===== config.mk =====
export PLATFORM = sky130hd
export DESIGN_NAME = timer_core
export DESIGN_NICKNAME = d
export VERILOG_FILES = /design/src/timer_pkg.sv /design/src/clock_sync.sv /design/src/prescaler.sv /design/src/timer_core.sv
export SDC_FILE = /design/constraint.sdc
export NUM_CORES = 1
export LEC_CHECK = 0
export ABC_AREA = 1
export BUFFER_PORTS_ARGS = -buffer_cell sky130_fd_sc_hd__clkbuf_2
export CAP_MARGIN = 20
export CORE_MARGIN = 2
export CORE_UTILIZATION = 30
export DETAILED_ROUTE_END_ITERATION = 8
export GPL_TIMING_DRIVEN = 0
export PLACE_DENSITY = 0.58
export SLEW_MARGIN = 20
export SYNTH_ARGS = -nofsm -noshare
export SYNTH_HDL_FRONTEND = slang
export SYNTH_HIERARCHICAL = 1
export SYNTH_SLANG_ARGS = --single-unit

===== constraint.sdc =====
create_clock -name clk -period 7.9 [get_ports clk]
set_clock_uncertainty 0.05 [all_clocks]
set_input_delay 1.58 -clock clk [delete_from_list [all_inputs] [get_ports clk]]
set_output_delay 1.58 -clock clk [all_outputs]
set_load 0.005 [all_outputs]

===== src/timer_pkg.sv =====
// constants, field layout and bus carrier of the 16-bit timer core
// assumes one clock domain (bus clock) and a synchronous active-high reset
package timer_pkg;

   // ------------------------------------------------------------
   // register indices
   // ------------------------------------------------------------
   localparam logic [2:0] REG_STATUS_CONTROL = 3'h0;
   localparam logic [2:0] REG_COUNT_HIGH = 3'h1;
   localparam logic [2:0] REG_COUNT_LOW = 3'h2;
   localparam logic [2:0] REG_WRAP_HIGH = 3'h3;
   localparam logic [2:0] REG_WRAP_LOW = 3'h4;

   // ------------------------------------------------------------
   // status/control fields
   // ------------------------------------------------------------
   localparam int FLAG_BIT = 7;
   localparam int IRQ_EN_BIT = 6;
   localparam int CLK_SEL_LSB = 3;
   localparam int PRESCALE_LSB = 0;

   localparam logic [1:0] CLK_NONE = 2'h0;
   localparam logic [1:0] CLK_BUS = 2'h1;
   localparam logic [1:0] CLK_FIXED = 2'h2;
   localparam logic [1:0] CLK_EXT = 2'h3;

   // ------------------------------------------------------------
   // reset values
   // ------------------------------------------------------------
   localparam logic [1:0] CLK_SEL_RESET = 2'h0;
   localparam logic [2:0] PRESCALE_RESET = 3'h0;
   localparam logic [15:0] COUNT_RESET = 16'h0000;
   localparam logic [15:0] WRAP_RESET = 16'h0000;
   localparam logic [15:0] FREE_RUN_TOP = 16'hFFFF;
   localparam logic [7:0] UNMAPPED_READ = 8'h00;

   // ------------------------------------------------------------
   // bus carrier
   // ------------------------------------------------------------
   typedef struct packed {
      logic [2:0] addr;
      logic [7:0] wdata;
      logic wr;
      logic rd;
   } bus_req_t;

endpackage


===== src/clock_sync.sv =====
// two-flop synchroniser for the external timer clock and its rising edge
// assumes ext_clk is asynchronous to clk
module clock_sync
   import timer_pkg::*;
(
   // clock and reset
   input wire logic clk,
   input wire logic rst,
   // pin side
   input wire logic ext_clk,
   // core side
   output logic ext_tick
);

   logic meta;
   logic sync;
   logic sync_last;

   // ------------------------------------------------------------
   // synchroniser and edge detect
   // ------------------------------------------------------------
   always_ff @(posedge clk) begin
      if (rst) begin
         meta <= 1'b0;
         sync <= 1'b0;
         sync_last <= 1'b0;
      end else begin
         meta <= ext_clk;
         sync <= meta;
         sync_last <= sync;
      end
   end

   assign ext_tick = sync & ~sync_last;

endmodule


===== src/prescaler.sv =====
// power-of-two divider of a tick stream, division 1 to 128
// assumes in_tick is a one-cycle pulse on clk
module prescaler
   import timer_pkg::*;
(
   // clock and reset
   input wire logic clk,
   input wire logic rst,
   // control
   input wire logic enable,
   input wire logic [2:0] prescale_select,
   // ticks
   input wire logic in_tick,
   output logic out_tick
);

   logic [6:0] div_count;
   logic [6:0] mask;

   // mask is read straight from the register, so a new factor acts next cycle
   assign mask = 7'((8'h01 << prescale_select) - 8'h01);
   assign out_tick = enable & in_tick & ((div_count & mask) == mask);

   // ------------------------------------------------------------
   // divider count
   // ------------------------------------------------------------
   always_ff @(posedge clk) begin
      if (rst || !enable) begin
         div_count <= 7'h00;
      end else if (in_tick) begin
         div_count <= div_count + 7'h01;
      end
   end

endmodule


===== src/timer_core.sv =====
// counter, modulo, overflow flag and register file of the 16-bit timer
// assumes a single-master byte bus on clk; debug mode is a level on clk
//
// Implementation choices: the address-and-strobe port and the register addresses.
module timer_core
   import timer_pkg::*;
(
   // clock and reset
   input wire logic clk,
   input wire logic rst,
   // register bus
   input wire bus_req_t bus,
   output logic [7:0] rdata,
   // clock sources
   input wire logic ext_clk,
   input wire logic fixed_clk_tick,
   input wire logic pll_active,
   // debug
   input wire logic background_debug_mode,
   // status out
   output logic overflow_irq,
   output logic [15:0] count_value
);

   // ------------------------------------------------------------
   // declarations
   // ------------------------------------------------------------
   logic overflow_flag;
   logic overflow_irq_enable;
   logic [1:0] clock_source_select;
   logic [2:0] prescale_select;
   logic clear_armed;

   logic [15:0] count;
   logic [15:0] count_latch;
   logic latch_held;
   logic latch_first_low;

   logic [15:0] wrap_limit;
   logic [7:0] wrap_buf_high;
   logic [7:0] wrap_buf_low;
   logic wrap_high_done;
   logic wrap_low_done;

   logic ext_tick;
   logic source_tick;
   logic prescaled_tick;
   logic count_tick;
   logic [15:0] top;
   logic at_top;
   logic overflow_event;
   logic overflow_inhibit;
   logic wrap_pending;
   logic wrap_update_point;

   logic wr_sc;
   logic wr_cnt;
   logic wr_mod_h;
   logic wr_mod_l;
   logic rd_sc;
   logic rd_cnt_h;
   logic rd_cnt_l;
   logic latch_restart;
   logic [7:0] next_rdata;

   // ------------------------------------------------------------
   // access decode
   // ------------------------------------------------------------
   assign wr_sc = bus.wr && bus.addr == REG_STATUS_CONTROL;
   assign wr_cnt = bus.wr && (bus.addr == REG_COUNT_HIGH || bus.addr == REG_COUNT_LOW);
   assign wr_mod_h = bus.wr && bus.addr == REG_WRAP_HIGH;
   assign wr_mod_l = bus.wr && bus.addr == REG_WRAP_LOW;
   assign rd_sc = bus.rd && bus.addr == REG_STATUS_CONTROL;
   assign rd_cnt_h = bus.rd && bus.addr == REG_COUNT_HIGH;
   assign rd_cnt_l = bus.rd && bus.addr == REG_COUNT_LOW;

   // ------------------------------------------------------------
   // clock source selection
   // ------------------------------------------------------------
   clock_sync u_clock_sync (
      .clk(clk),
      .rst(rst),
      .ext_clk(ext_clk),
      .ext_tick(ext_tick)
   );

   always_comb begin
      unique case (clock_source_select)
         CLK_NONE: source_tick = 1'b0;
         CLK_BUS: source_tick = 1'b1;
         CLK_FIXED: source_tick = pll_active ? fixed_clk_tick : 1'b1;
         CLK_EXT: source_tick = ext_tick;
      endcase
   end

   prescaler u_prescaler (
      .clk(clk),
      .rst(rst),
      .enable(clock_source_select != CLK_NONE),
      .prescale_select(prescale_select),
      .in_tick(source_tick),
      .out_tick(prescaled_tick)
   );

   // counting stops in debug mode and with no source selected
   assign count_tick = prescaled_tick & ~background_debug_mode;

   // ------------------------------------------------------------
   // wrap and overflow conditions
   // ------------------------------------------------------------
   // modulo zero means free running over the whole range
   assign top = (wrap_limit == WRAP_RESET) ? FREE_RUN_TOP : wrap_limit;
   assign at_top = count == top;
   assign overflow_event = count_tick && at_top && !wr_cnt;
   assign overflow_inhibit = wrap_high_done ^ wrap_low_done;
   assign wrap_pending = wrap_high_done & wrap_low_done;
   assign wrap_update_point = count_tick && !wr_cnt && count == top - 16'h0001;

   // ------------------------------------------------------------
   // counter
   // ------------------------------------------------------------
   always_ff @(posedge clk) begin
      if (rst) begin
         count <= COUNT_RESET;
      end else if (wr_cnt) begin
         count <= COUNT_RESET;
      end else if (count_tick) begin
         if (at_top) begin
            count <= COUNT_RESET;
         end else begin
            count <= count + 16'h0001;
         end
      end
   end

   assign count_value = count;

   // ------------------------------------------------------------
   // status and control register
   // ------------------------------------------------------------
   always_ff @(posedge clk) begin
      if (rst) begin
         overflow_irq_enable <= 1'b0;
         clock_source_select <= CLK_SEL_RESET;
         prescale_select <= PRESCALE_RESET;
      end else if (wr_sc) begin
         overflow_irq_enable <= bus.wdata[IRQ_EN_BIT];
         clock_source_select <= bus.wdata[CLK_SEL_LSB +: 2];
         prescale_select <= bus.wdata[PRESCALE_LSB +: 3];
      end
   end

   // ------------------------------------------------------------
   // overflow flag and its clearing sequence
   // ------------------------------------------------------------
   // a read while set arms the clear; a fresh overflow disarms it
   always_ff @(posedge clk) begin
      if (rst) begin
         clear_armed <= 1'b0;
      end else if (overflow_event && !overflow_inhibit) begin
         clear_armed <= 1'b0;
      end else if (rd_sc && overflow_flag) begin
         clear_armed <= 1'b1;
      end else if (wr_sc) begin
         clear_armed <= 1'b0;
      end
   end

   always_ff @(posedge clk) begin
      if (rst) begin
         overflow_flag <= 1'b0;
      end else if (overflow_event && !overflow_inhibit) begin
         overflow_flag <= 1'b1;
      end else if (wr_sc && clear_armed && !bus.wdata[FLAG_BIT]) begin
         overflow_flag <= 1'b0;
      end
   end

   assign overflow_irq = overflow_flag & overflow_irq_enable;

   // ------------------------------------------------------------
   // counter read coherency latch
   // ------------------------------------------------------------
   assign latch_restart = wr_sc || wr_cnt;

   always_ff @(posedge clk) begin
      if (rst) begin
         latch_held <= 1'b0;
         latch_first_low <= 1'b0;
         count_latch <= COUNT_RESET;
      end else if (latch_restart) begin
         latch_held <= 1'b0;
      end else if (background_debug_mode) begin
         latch_held <= latch_held;
      end else if (rd_cnt_h || rd_cnt_l) begin
         if (!latch_held) begin
            latch_held <= 1'b1;
            latch_first_low <= rd_cnt_l;
            count_latch <= count;
         end else if (latch_first_low == rd_cnt_h) begin
            latch_held <= 1'b0;
         end
      end
   end

   // ------------------------------------------------------------
   // modulo buffer and active modulo
   // ------------------------------------------------------------
   always_ff @(posedge clk) begin
      if (rst) begin
         wrap_high_done <= 1'b0;
         wrap_low_done <= 1'b0;
         wrap_buf_high <= WRAP_RESET[15:8];
         wrap_buf_low <= WRAP_RESET[7:0];
      end else if (wr_sc) begin
         wrap_high_done <= 1'b0;
         wrap_low_done <= 1'b0;
      end else if (background_debug_mode) begin
         wrap_high_done <= wrap_high_done;
      end else if (wrap_pending && (clock_source_select == CLK_NONE || wrap_update_point)) begin
         wrap_high_done <= 1'b0;
         wrap_low_done <= 1'b0;
      end else begin
         if (wr_mod_h) begin
            wrap_buf_high <= bus.wdata;
            wrap_high_done <= 1'b1;
         end
         if (wr_mod_l) begin
            wrap_buf_low <= bus.wdata;
            wrap_low_done <= 1'b1;
         end
      end
   end

   always_ff @(posedge clk) begin
      if (rst) begin
         wrap_limit <= WRAP_RESET;
      end else if (background_debug_mode) begin
         if (wr_mod_h) begin
            wrap_limit[15:8] <= bus.wdata;
         end
         if (wr_mod_l) begin
            wrap_limit[7:0] <= bus.wdata;
         end
      end else if (!wr_sc && wrap_pending) begin
         if (clock_source_select == CLK_NONE || wrap_update_point) begin
            wrap_limit <= {wrap_buf_high, wrap_buf_low};
         end
      end
   end

   // ------------------------------------------------------------
   // read data
   // ------------------------------------------------------------
   always_comb begin
      next_rdata = UNMAPPED_READ;
      unique case (bus.addr)
         REG_STATUS_CONTROL: begin
            next_rdata[FLAG_BIT] = overflow_flag;
            next_rdata[IRQ_EN_BIT] = overflow_irq_enable;
            next_rdata[CLK_SEL_LSB +: 2] = clock_source_select;
            next_rdata[PRESCALE_LSB +: 3] = prescale_select;
         end
         REG_COUNT_HIGH: next_rdata = latch_held ? count_latch[15:8] : count[15:8];
         REG_COUNT_LOW: next_rdata = latch_held ? count_latch[7:0] : count[7:0];
         REG_WRAP_HIGH: next_rdata = wrap_limit[15:8];
         REG_WRAP_LOW: next_rdata = wrap_limit[7:0];
         default: next_rdata = UNMAPPED_READ;
      endcase
   end

   always_ff @(posedge clk) begin
      if (rst) begin
         rdata <= UNMAPPED_READ;
      end else if (bus.rd) begin
         rdata <= next_rdata;
      end else begin
         rdata <= UNMAPPED_READ;
      end
   end

endmodule


==> metrics.txt <==
# TYPE chip_impl_metric gauge
chip_impl_metric{name="pnr_worst_setup_slack",unit="ns"} 3.82
chip_impl_metric{name="netlist_area",unit="µm²"} 5180
chip_impl_info{name="synth_top_cell_by_area",value="dfxtp_1"} 1
chip_impl_metric{name="fin_util",unit="%"} 34.9
chip_impl_metric{name="num_rows",unit=""} 48
chip_impl_metric{name="finalMaxSlewViolations",unit=""} 0
chip_impl_info{name="yosys_most_used_dff",value="dfxtp_1"} 1
chip_impl_info{name="critical_register_to_register_path_startpoint",value="wrap_limit[3]"} 1
chip_impl_metric{name="area.sequential",unit="µm²"} 1880
chip_impl_metric{name="drt_wl_total",unit="µm"} 15700
chip_impl_metric{name="hold-path-cell-count",unit=""} 2
chip_impl_info{name="hold_path_class",value="flip-flop to flip-flop"} 1
chip_impl_info{name="setup.worst_path.end",value="wrap_buf_high[1]"} 1
chip_impl_metric{name="postCtsSetupBuffers",unit=""} 0
chip_impl_metric{name="post_cts_resize_count",unit=""} 0
chip_impl_metric{name="yosys_register_bits",unit=""} 94
chip_impl_info{name="synthMostInstantiatedCell",value="nand2_1"} 1
chip_impl_metric{name="period_minus_slack",unit="ns"} 4.08
chip_impl_metric{name="multiInputGateArea",unit="µm²"} 2740
chip_impl_metric{name="wl_per_cell",unit="µm"} 14.3
chip_impl_metric{name="die_area",unit="µm²"} 18300
chip_impl_info{name="critical_path.reg2reg.endpoint",value="wrap_buf_high[1]"} 1
chip_impl_metric{name="relSlewSlack",unit="%"} 57.8
chip_impl_metric{name="first_iter_violations",unit=""} 390
chip_impl_metric{name="path_max_fanout",unit=""} 10
chip_impl_metric{name="max-vdd-ir-drop",unit="mV"} 0.114
chip_impl_metric{name="final.hold.worst_slack",unit="ns"} 0.360
chip_impl_info{name="cp-end-kind",value="flip-flop"} 1
chip_impl_info{name="cpLargestDelayFamily",value="simple AND/OR/NAND/NOR gates"} 1
chip_impl_info{name="cts_tree",value="done"} 1
chip_impl_metric{name="post_dp_cell_area",unit="µm²"} 5680
chip_impl_info{name="rsz_0062_raised_after_global_routing",value="false"} 1
chip_impl_metric{name="totalPowerFinal",unit="mW"} 1.16
chip_impl_metric{name="detail_route.vias_per_cell",unit=""} 4.74
chip_impl_metric{name="worst-slew-pin-transition",unit="ns"} 0.630
chip_impl_metric{name="report.final.hold_viol_count",unit=""} 0
chip_impl_metric{name="area_growth_syn_to_layout",unit="%"} 15.4
chip_impl_metric{name="worst_setup_hold_path_clk_slew",unit="ns"} 0.07
chip_impl_metric{name="clock_insertion_delay_at_the_later_pin_of_the_skew_report",unit="ns"} 0.35
chip_impl_metric{name="port_buffers",unit=""} 43
chip_impl_info{name="critical-path-slowest-cell",value="inv_1"} 1
chip_impl_metric{name="leakage",unit="nW"} 2.81
chip_impl_metric{name="synth.distinct_cells",unit=""} 37
chip_impl_info{name="crit_chain",value="clkbuf_2 > inv_1 > o211ai_1 > nand2_1 > nand2_1 > a21oi_1 > nand2_1 > a21oi_1 > nand2_1 > inv_1 > nand3_1 > nor2_1 > nand3_1 > nor2_1 > nand2_1 > nor2_1 > nand2_1 > nand2_2 > nand2_2 > nand3_2 > buf_6 > nand2_1 > nand2_1 > nor2_1"} 1
chip_impl_metric{name="post_synth_inst_count",unit=""} 812
chip_impl_metric{name="netlist.area_leader.share",unit="%"} 36.3
chip_impl_metric{name="yosysSeqAreaShare",unit="%"} 36.3
chip_impl_metric{name="worst_path_max_stage_delay",unit="ns"} 0.25
chip_impl_metric{name="antenna_found_initial",unit=""} 0
chip_impl_metric{name="final-instance-count-excl-fill",unit=""} 1096
chip_impl_metric{name="cts.sinks",unit=""} 94
chip_impl_metric{name="die_x",unit="µm"} 135
chip_impl_metric{name="grt_remaining_overflow",unit=""} 0
chip_impl_metric{name="postSynthNetCount",unit=""} 835
chip_impl_metric{name="cts_buffers",unit=""} 9
chip_impl_metric{name="cts_max_path_buffers",unit=""} 2
chip_impl_info{name="worst-setup-path-type",value="primary input to flip-flop"} 1
chip_impl_metric{name="crit_buf_inv",unit=""} 4
chip_impl_metric{name="drive_above_1_share",unit="%"} 9.87
chip_impl_metric{name="place.gp.congestion",unit=""} 0.909
chip_impl_metric{name="worstPathRequired",unit="ns"} 8.10
chip_impl_metric{name="drt_first_pass_iters",unit=""} 5
chip_impl_metric{name="worstPathArrival",unit="ns"} 4.28
chip_impl_metric{name="core_area",unit="µm²"} 17100
chip_impl_metric{name="ys_async_sr_fraction",unit="%"} 0
chip_impl_metric{name="cts_hold_repair.buffers",unit=""} 0
chip_impl_metric{name="yosys_warnings",unit=""} 6
chip_impl_metric{name="post-route-drc-count",unit=""} 0
chip_impl_metric{name="global_route_wire_length_before_repair",unit="µm"} 24800
chip_impl_metric{name="max_cap_viol_count",unit=""} 0
chip_impl_info{name="crit_path_frequent_cell",value="nand2_1"} 1
chip_impl_metric{name="synthesis.area_per_instance",unit="µm²"} 6.38
chip_impl_metric{name="fill_cells",unit=""} 1897
chip_impl_metric{name="die_height",unit="µm"} 135
chip_impl_metric{name="htree_num_levels",unit=""} 3
chip_impl_metric{name="placed_cells_incl_taps",unit=""} 1080
chip_impl_metric{name="maximum_clock_frequency",unit="GHz"} 0.245
chip_impl_metric{name="antenna_cells",unit=""} 0
chip_impl_info{name="cts.root.buffer_cell",value="clkbuf_16"} 1
chip_impl_metric{name="route.vias.total",unit=""} 5198
chip_impl_metric{name="ff2ff_setup_slack",unit="ns"} 4.61
chip_impl_metric{name="setup-violations-final",unit=""} 0
chip_impl_metric{name="detailedPlacementHpwl",unit="µm"} 12100
chip_impl_metric{name="worst_r2r_path_depth",unit=""} 27
chip_impl_metric{name="grt_max_degree",unit=""} 15
chip_impl_metric{name="synth_enable_flop_cells",unit=""} 0
chip_impl_metric{name="power_per_cell_area",unit="nW/µm²"} 194
chip_impl_metric{name="start_util",unit="%"} 30.3
chip_impl_metric{name="pre_cts_ws",unit="ns"} 3.46
chip_impl_metric{name="fin_crit_sh",unit="%"} 51.6
chip_impl_metric{name="grt_usage",unit="%"} 17.5
chip_impl_metric{name="ios",unit=""} 44
chip_impl_metric{name="antenna_violating_nets_post_route",unit=""} 0
chip_impl_metric{name="finalSetupTns",unit="ns"} 0
chip_impl_info{name="yosys-top-cells-area",value="dfxtp_1 36%, nand2_1 15%, nor2_1 11%"} 1
chip_impl_info{name="synthTopCellsByCount",value="208 x nand2_1, 149 x nor2_1, 108 x inv_1, 94 x dfxtp_1, 53 x a21oi_1"} 1
chip_impl_info{name="result_of_the_run",value="completed"} 1
chip_impl_metric{name="stdcell_area",unit="µm²"} 5980
chip_impl_info{name="critical_path.startpoint",value="pll_active"} 1
chip_impl_metric{name="final_net_count",unit=""} 889
chip_impl_metric{name="critical_path_depth",unit=""} 24
chip_impl_metric{name="first_global_vias",unit=""} 4673
chip_impl_info{name="crit_path_start_kind",value="primary input"} 1
==> cell type report <==
type	instances	share of cell area (%)
repair buffers	43	3.60
flip-flops and latches	94	31.5
clock buffers	13	4.35
clock inverters	3	0.711
inverters	112	7.03
plain buffers	23	2.28
well taps	225	4.71
multi-input cells	583	45.9
==> worst min-delay path by stage <==
stage                                   end         startpoint
after global routing      u_clock_sync/sync  u_clock_sync/meta
after CTS                 u_clock_sync/sync  u_clock_sync/meta
after detailed placement  u_clock_sync/sync  u_clock_sync/meta
after floorplan           u_clock_sync/sync  u_clock_sync/meta
final                     u_clock_sync/sync  u_clock_sync/meta
after global placement    u_clock_sync/sync  u_clock_sync/meta
==> cell usage in the layout, fill, tap and decap left out, types with 2 or more instances in the layout <==
cell | Yosys | final
dfxtp_1 | 94 | 94
xor2_1 | 14 | 14
nand2_1 | 208 | 208
nand3b_1 | 2 | 2
inv_2 | 2 | 2
clkbuf_2 | 0 | 43
o211ai_1 | 2 | 2
nand3_2 | 4 | 4
buf_1 | 4 | 4
nand3_1 | 40 | 40
o21ai_1 | 3 | 3
a211oi_1 | 10 | 10
nor2_1 | 149 | 149
ha_1 | 4 | 4
o21ai_0 | 32 | 32
nor2_4 | 4 | 4
clkinv_1 | 2 | 2
a31oi_1 | 3 | 3
a21oi_2 | 2 | 2
a2111oi_0 | 6 | 6
clkbuf_16 | 0 | 9
nor3_1 | 10 | 10
nor3b_1 | 2 | 2
clkbuf_1 | 11 | 13
a21oi_1 | 53 | 53
xnor2_1 | 2 | 2
nand2_2 | 8 | 8
inv_1 | 108 | 108
nand4_1 | 8 | 8
clkbuf_8 | 0 | 2
o22ai_1 | 9 | 9
a221oi_1 | 3 | 3
buf_6 | 6 | 6
==> worst reg2reg max path: stages, from the launching register on <==
cell and delay [ns]:
dfxtp_1 0.45, nor2_1 0.06, nand2_1 0.07, nor2_1 0.04, nand2_2 0.09, buf_6 0.14, buf_6 0.14, nand2_1 0.08
inv_1 0.06, ha_1 0.15, inv_1 0.06, nor2_1 0.09, nand3_1 0.23, nor2_4 0.25, nand2_1 0.10, nor2_1 0.09
nand2_1 0.05, nand2_1 0.05, nand3_1 0.06, nor2_1 0.10, nand2_1 0.11, nand2_2 0.10, nand2_2 0.08, nand3_2 0.16
buf_6 0.18, nand2_1 0.05, nand2_1 0.05, nor2_1 0.04
==> flip-flops by register name, indices dropped and copies added, names as in the netlist, 2 cells and up <==
name / count
prescale_select: 3
wrap_buf_high: 8
clock_source_select: 2
wrap_buf_low: 8
wrap_limit: 16
count_latch: 16
count_value: 16
rdata: 8
u_prescaler/div_count: 7
==> metal layers <==
metal  global-route usage, %  up-vias  part of all wire [%]
met5                       0        -                     0
met4                    6.02        0                   1.9
met3                    3.03       18                   4.7
met2                    26.6      126                    44
met1                    24.9     2371                    49
li1                        -     2683                     -
==> where the power goes <==
group / total, mW / internal, mW / switching (mW)
logic: 0.215 / 0.0706 / 0.145
clock network: 0.449 / 0.263 / 0.186
registers: 0.499 / 0.488 / 0.0114
total: 1.16 / 0.821 / 0.342
==> cell families after synthesis <==
family | Yosys count | share of synthesized area, %
AO/OA/AOI/OAI | 125 | 13.9
AND/OR/NAND/NOR | 437 | 35.1
XOR/XNOR | 17 | 3.02
flip-flops | 94 | 36.3
adder cells (fa/ha/maj) | 4 | 0.966
buffers and inverters | 135 | 10.7
Note: power is estimated with default switching activity, not from simulation.
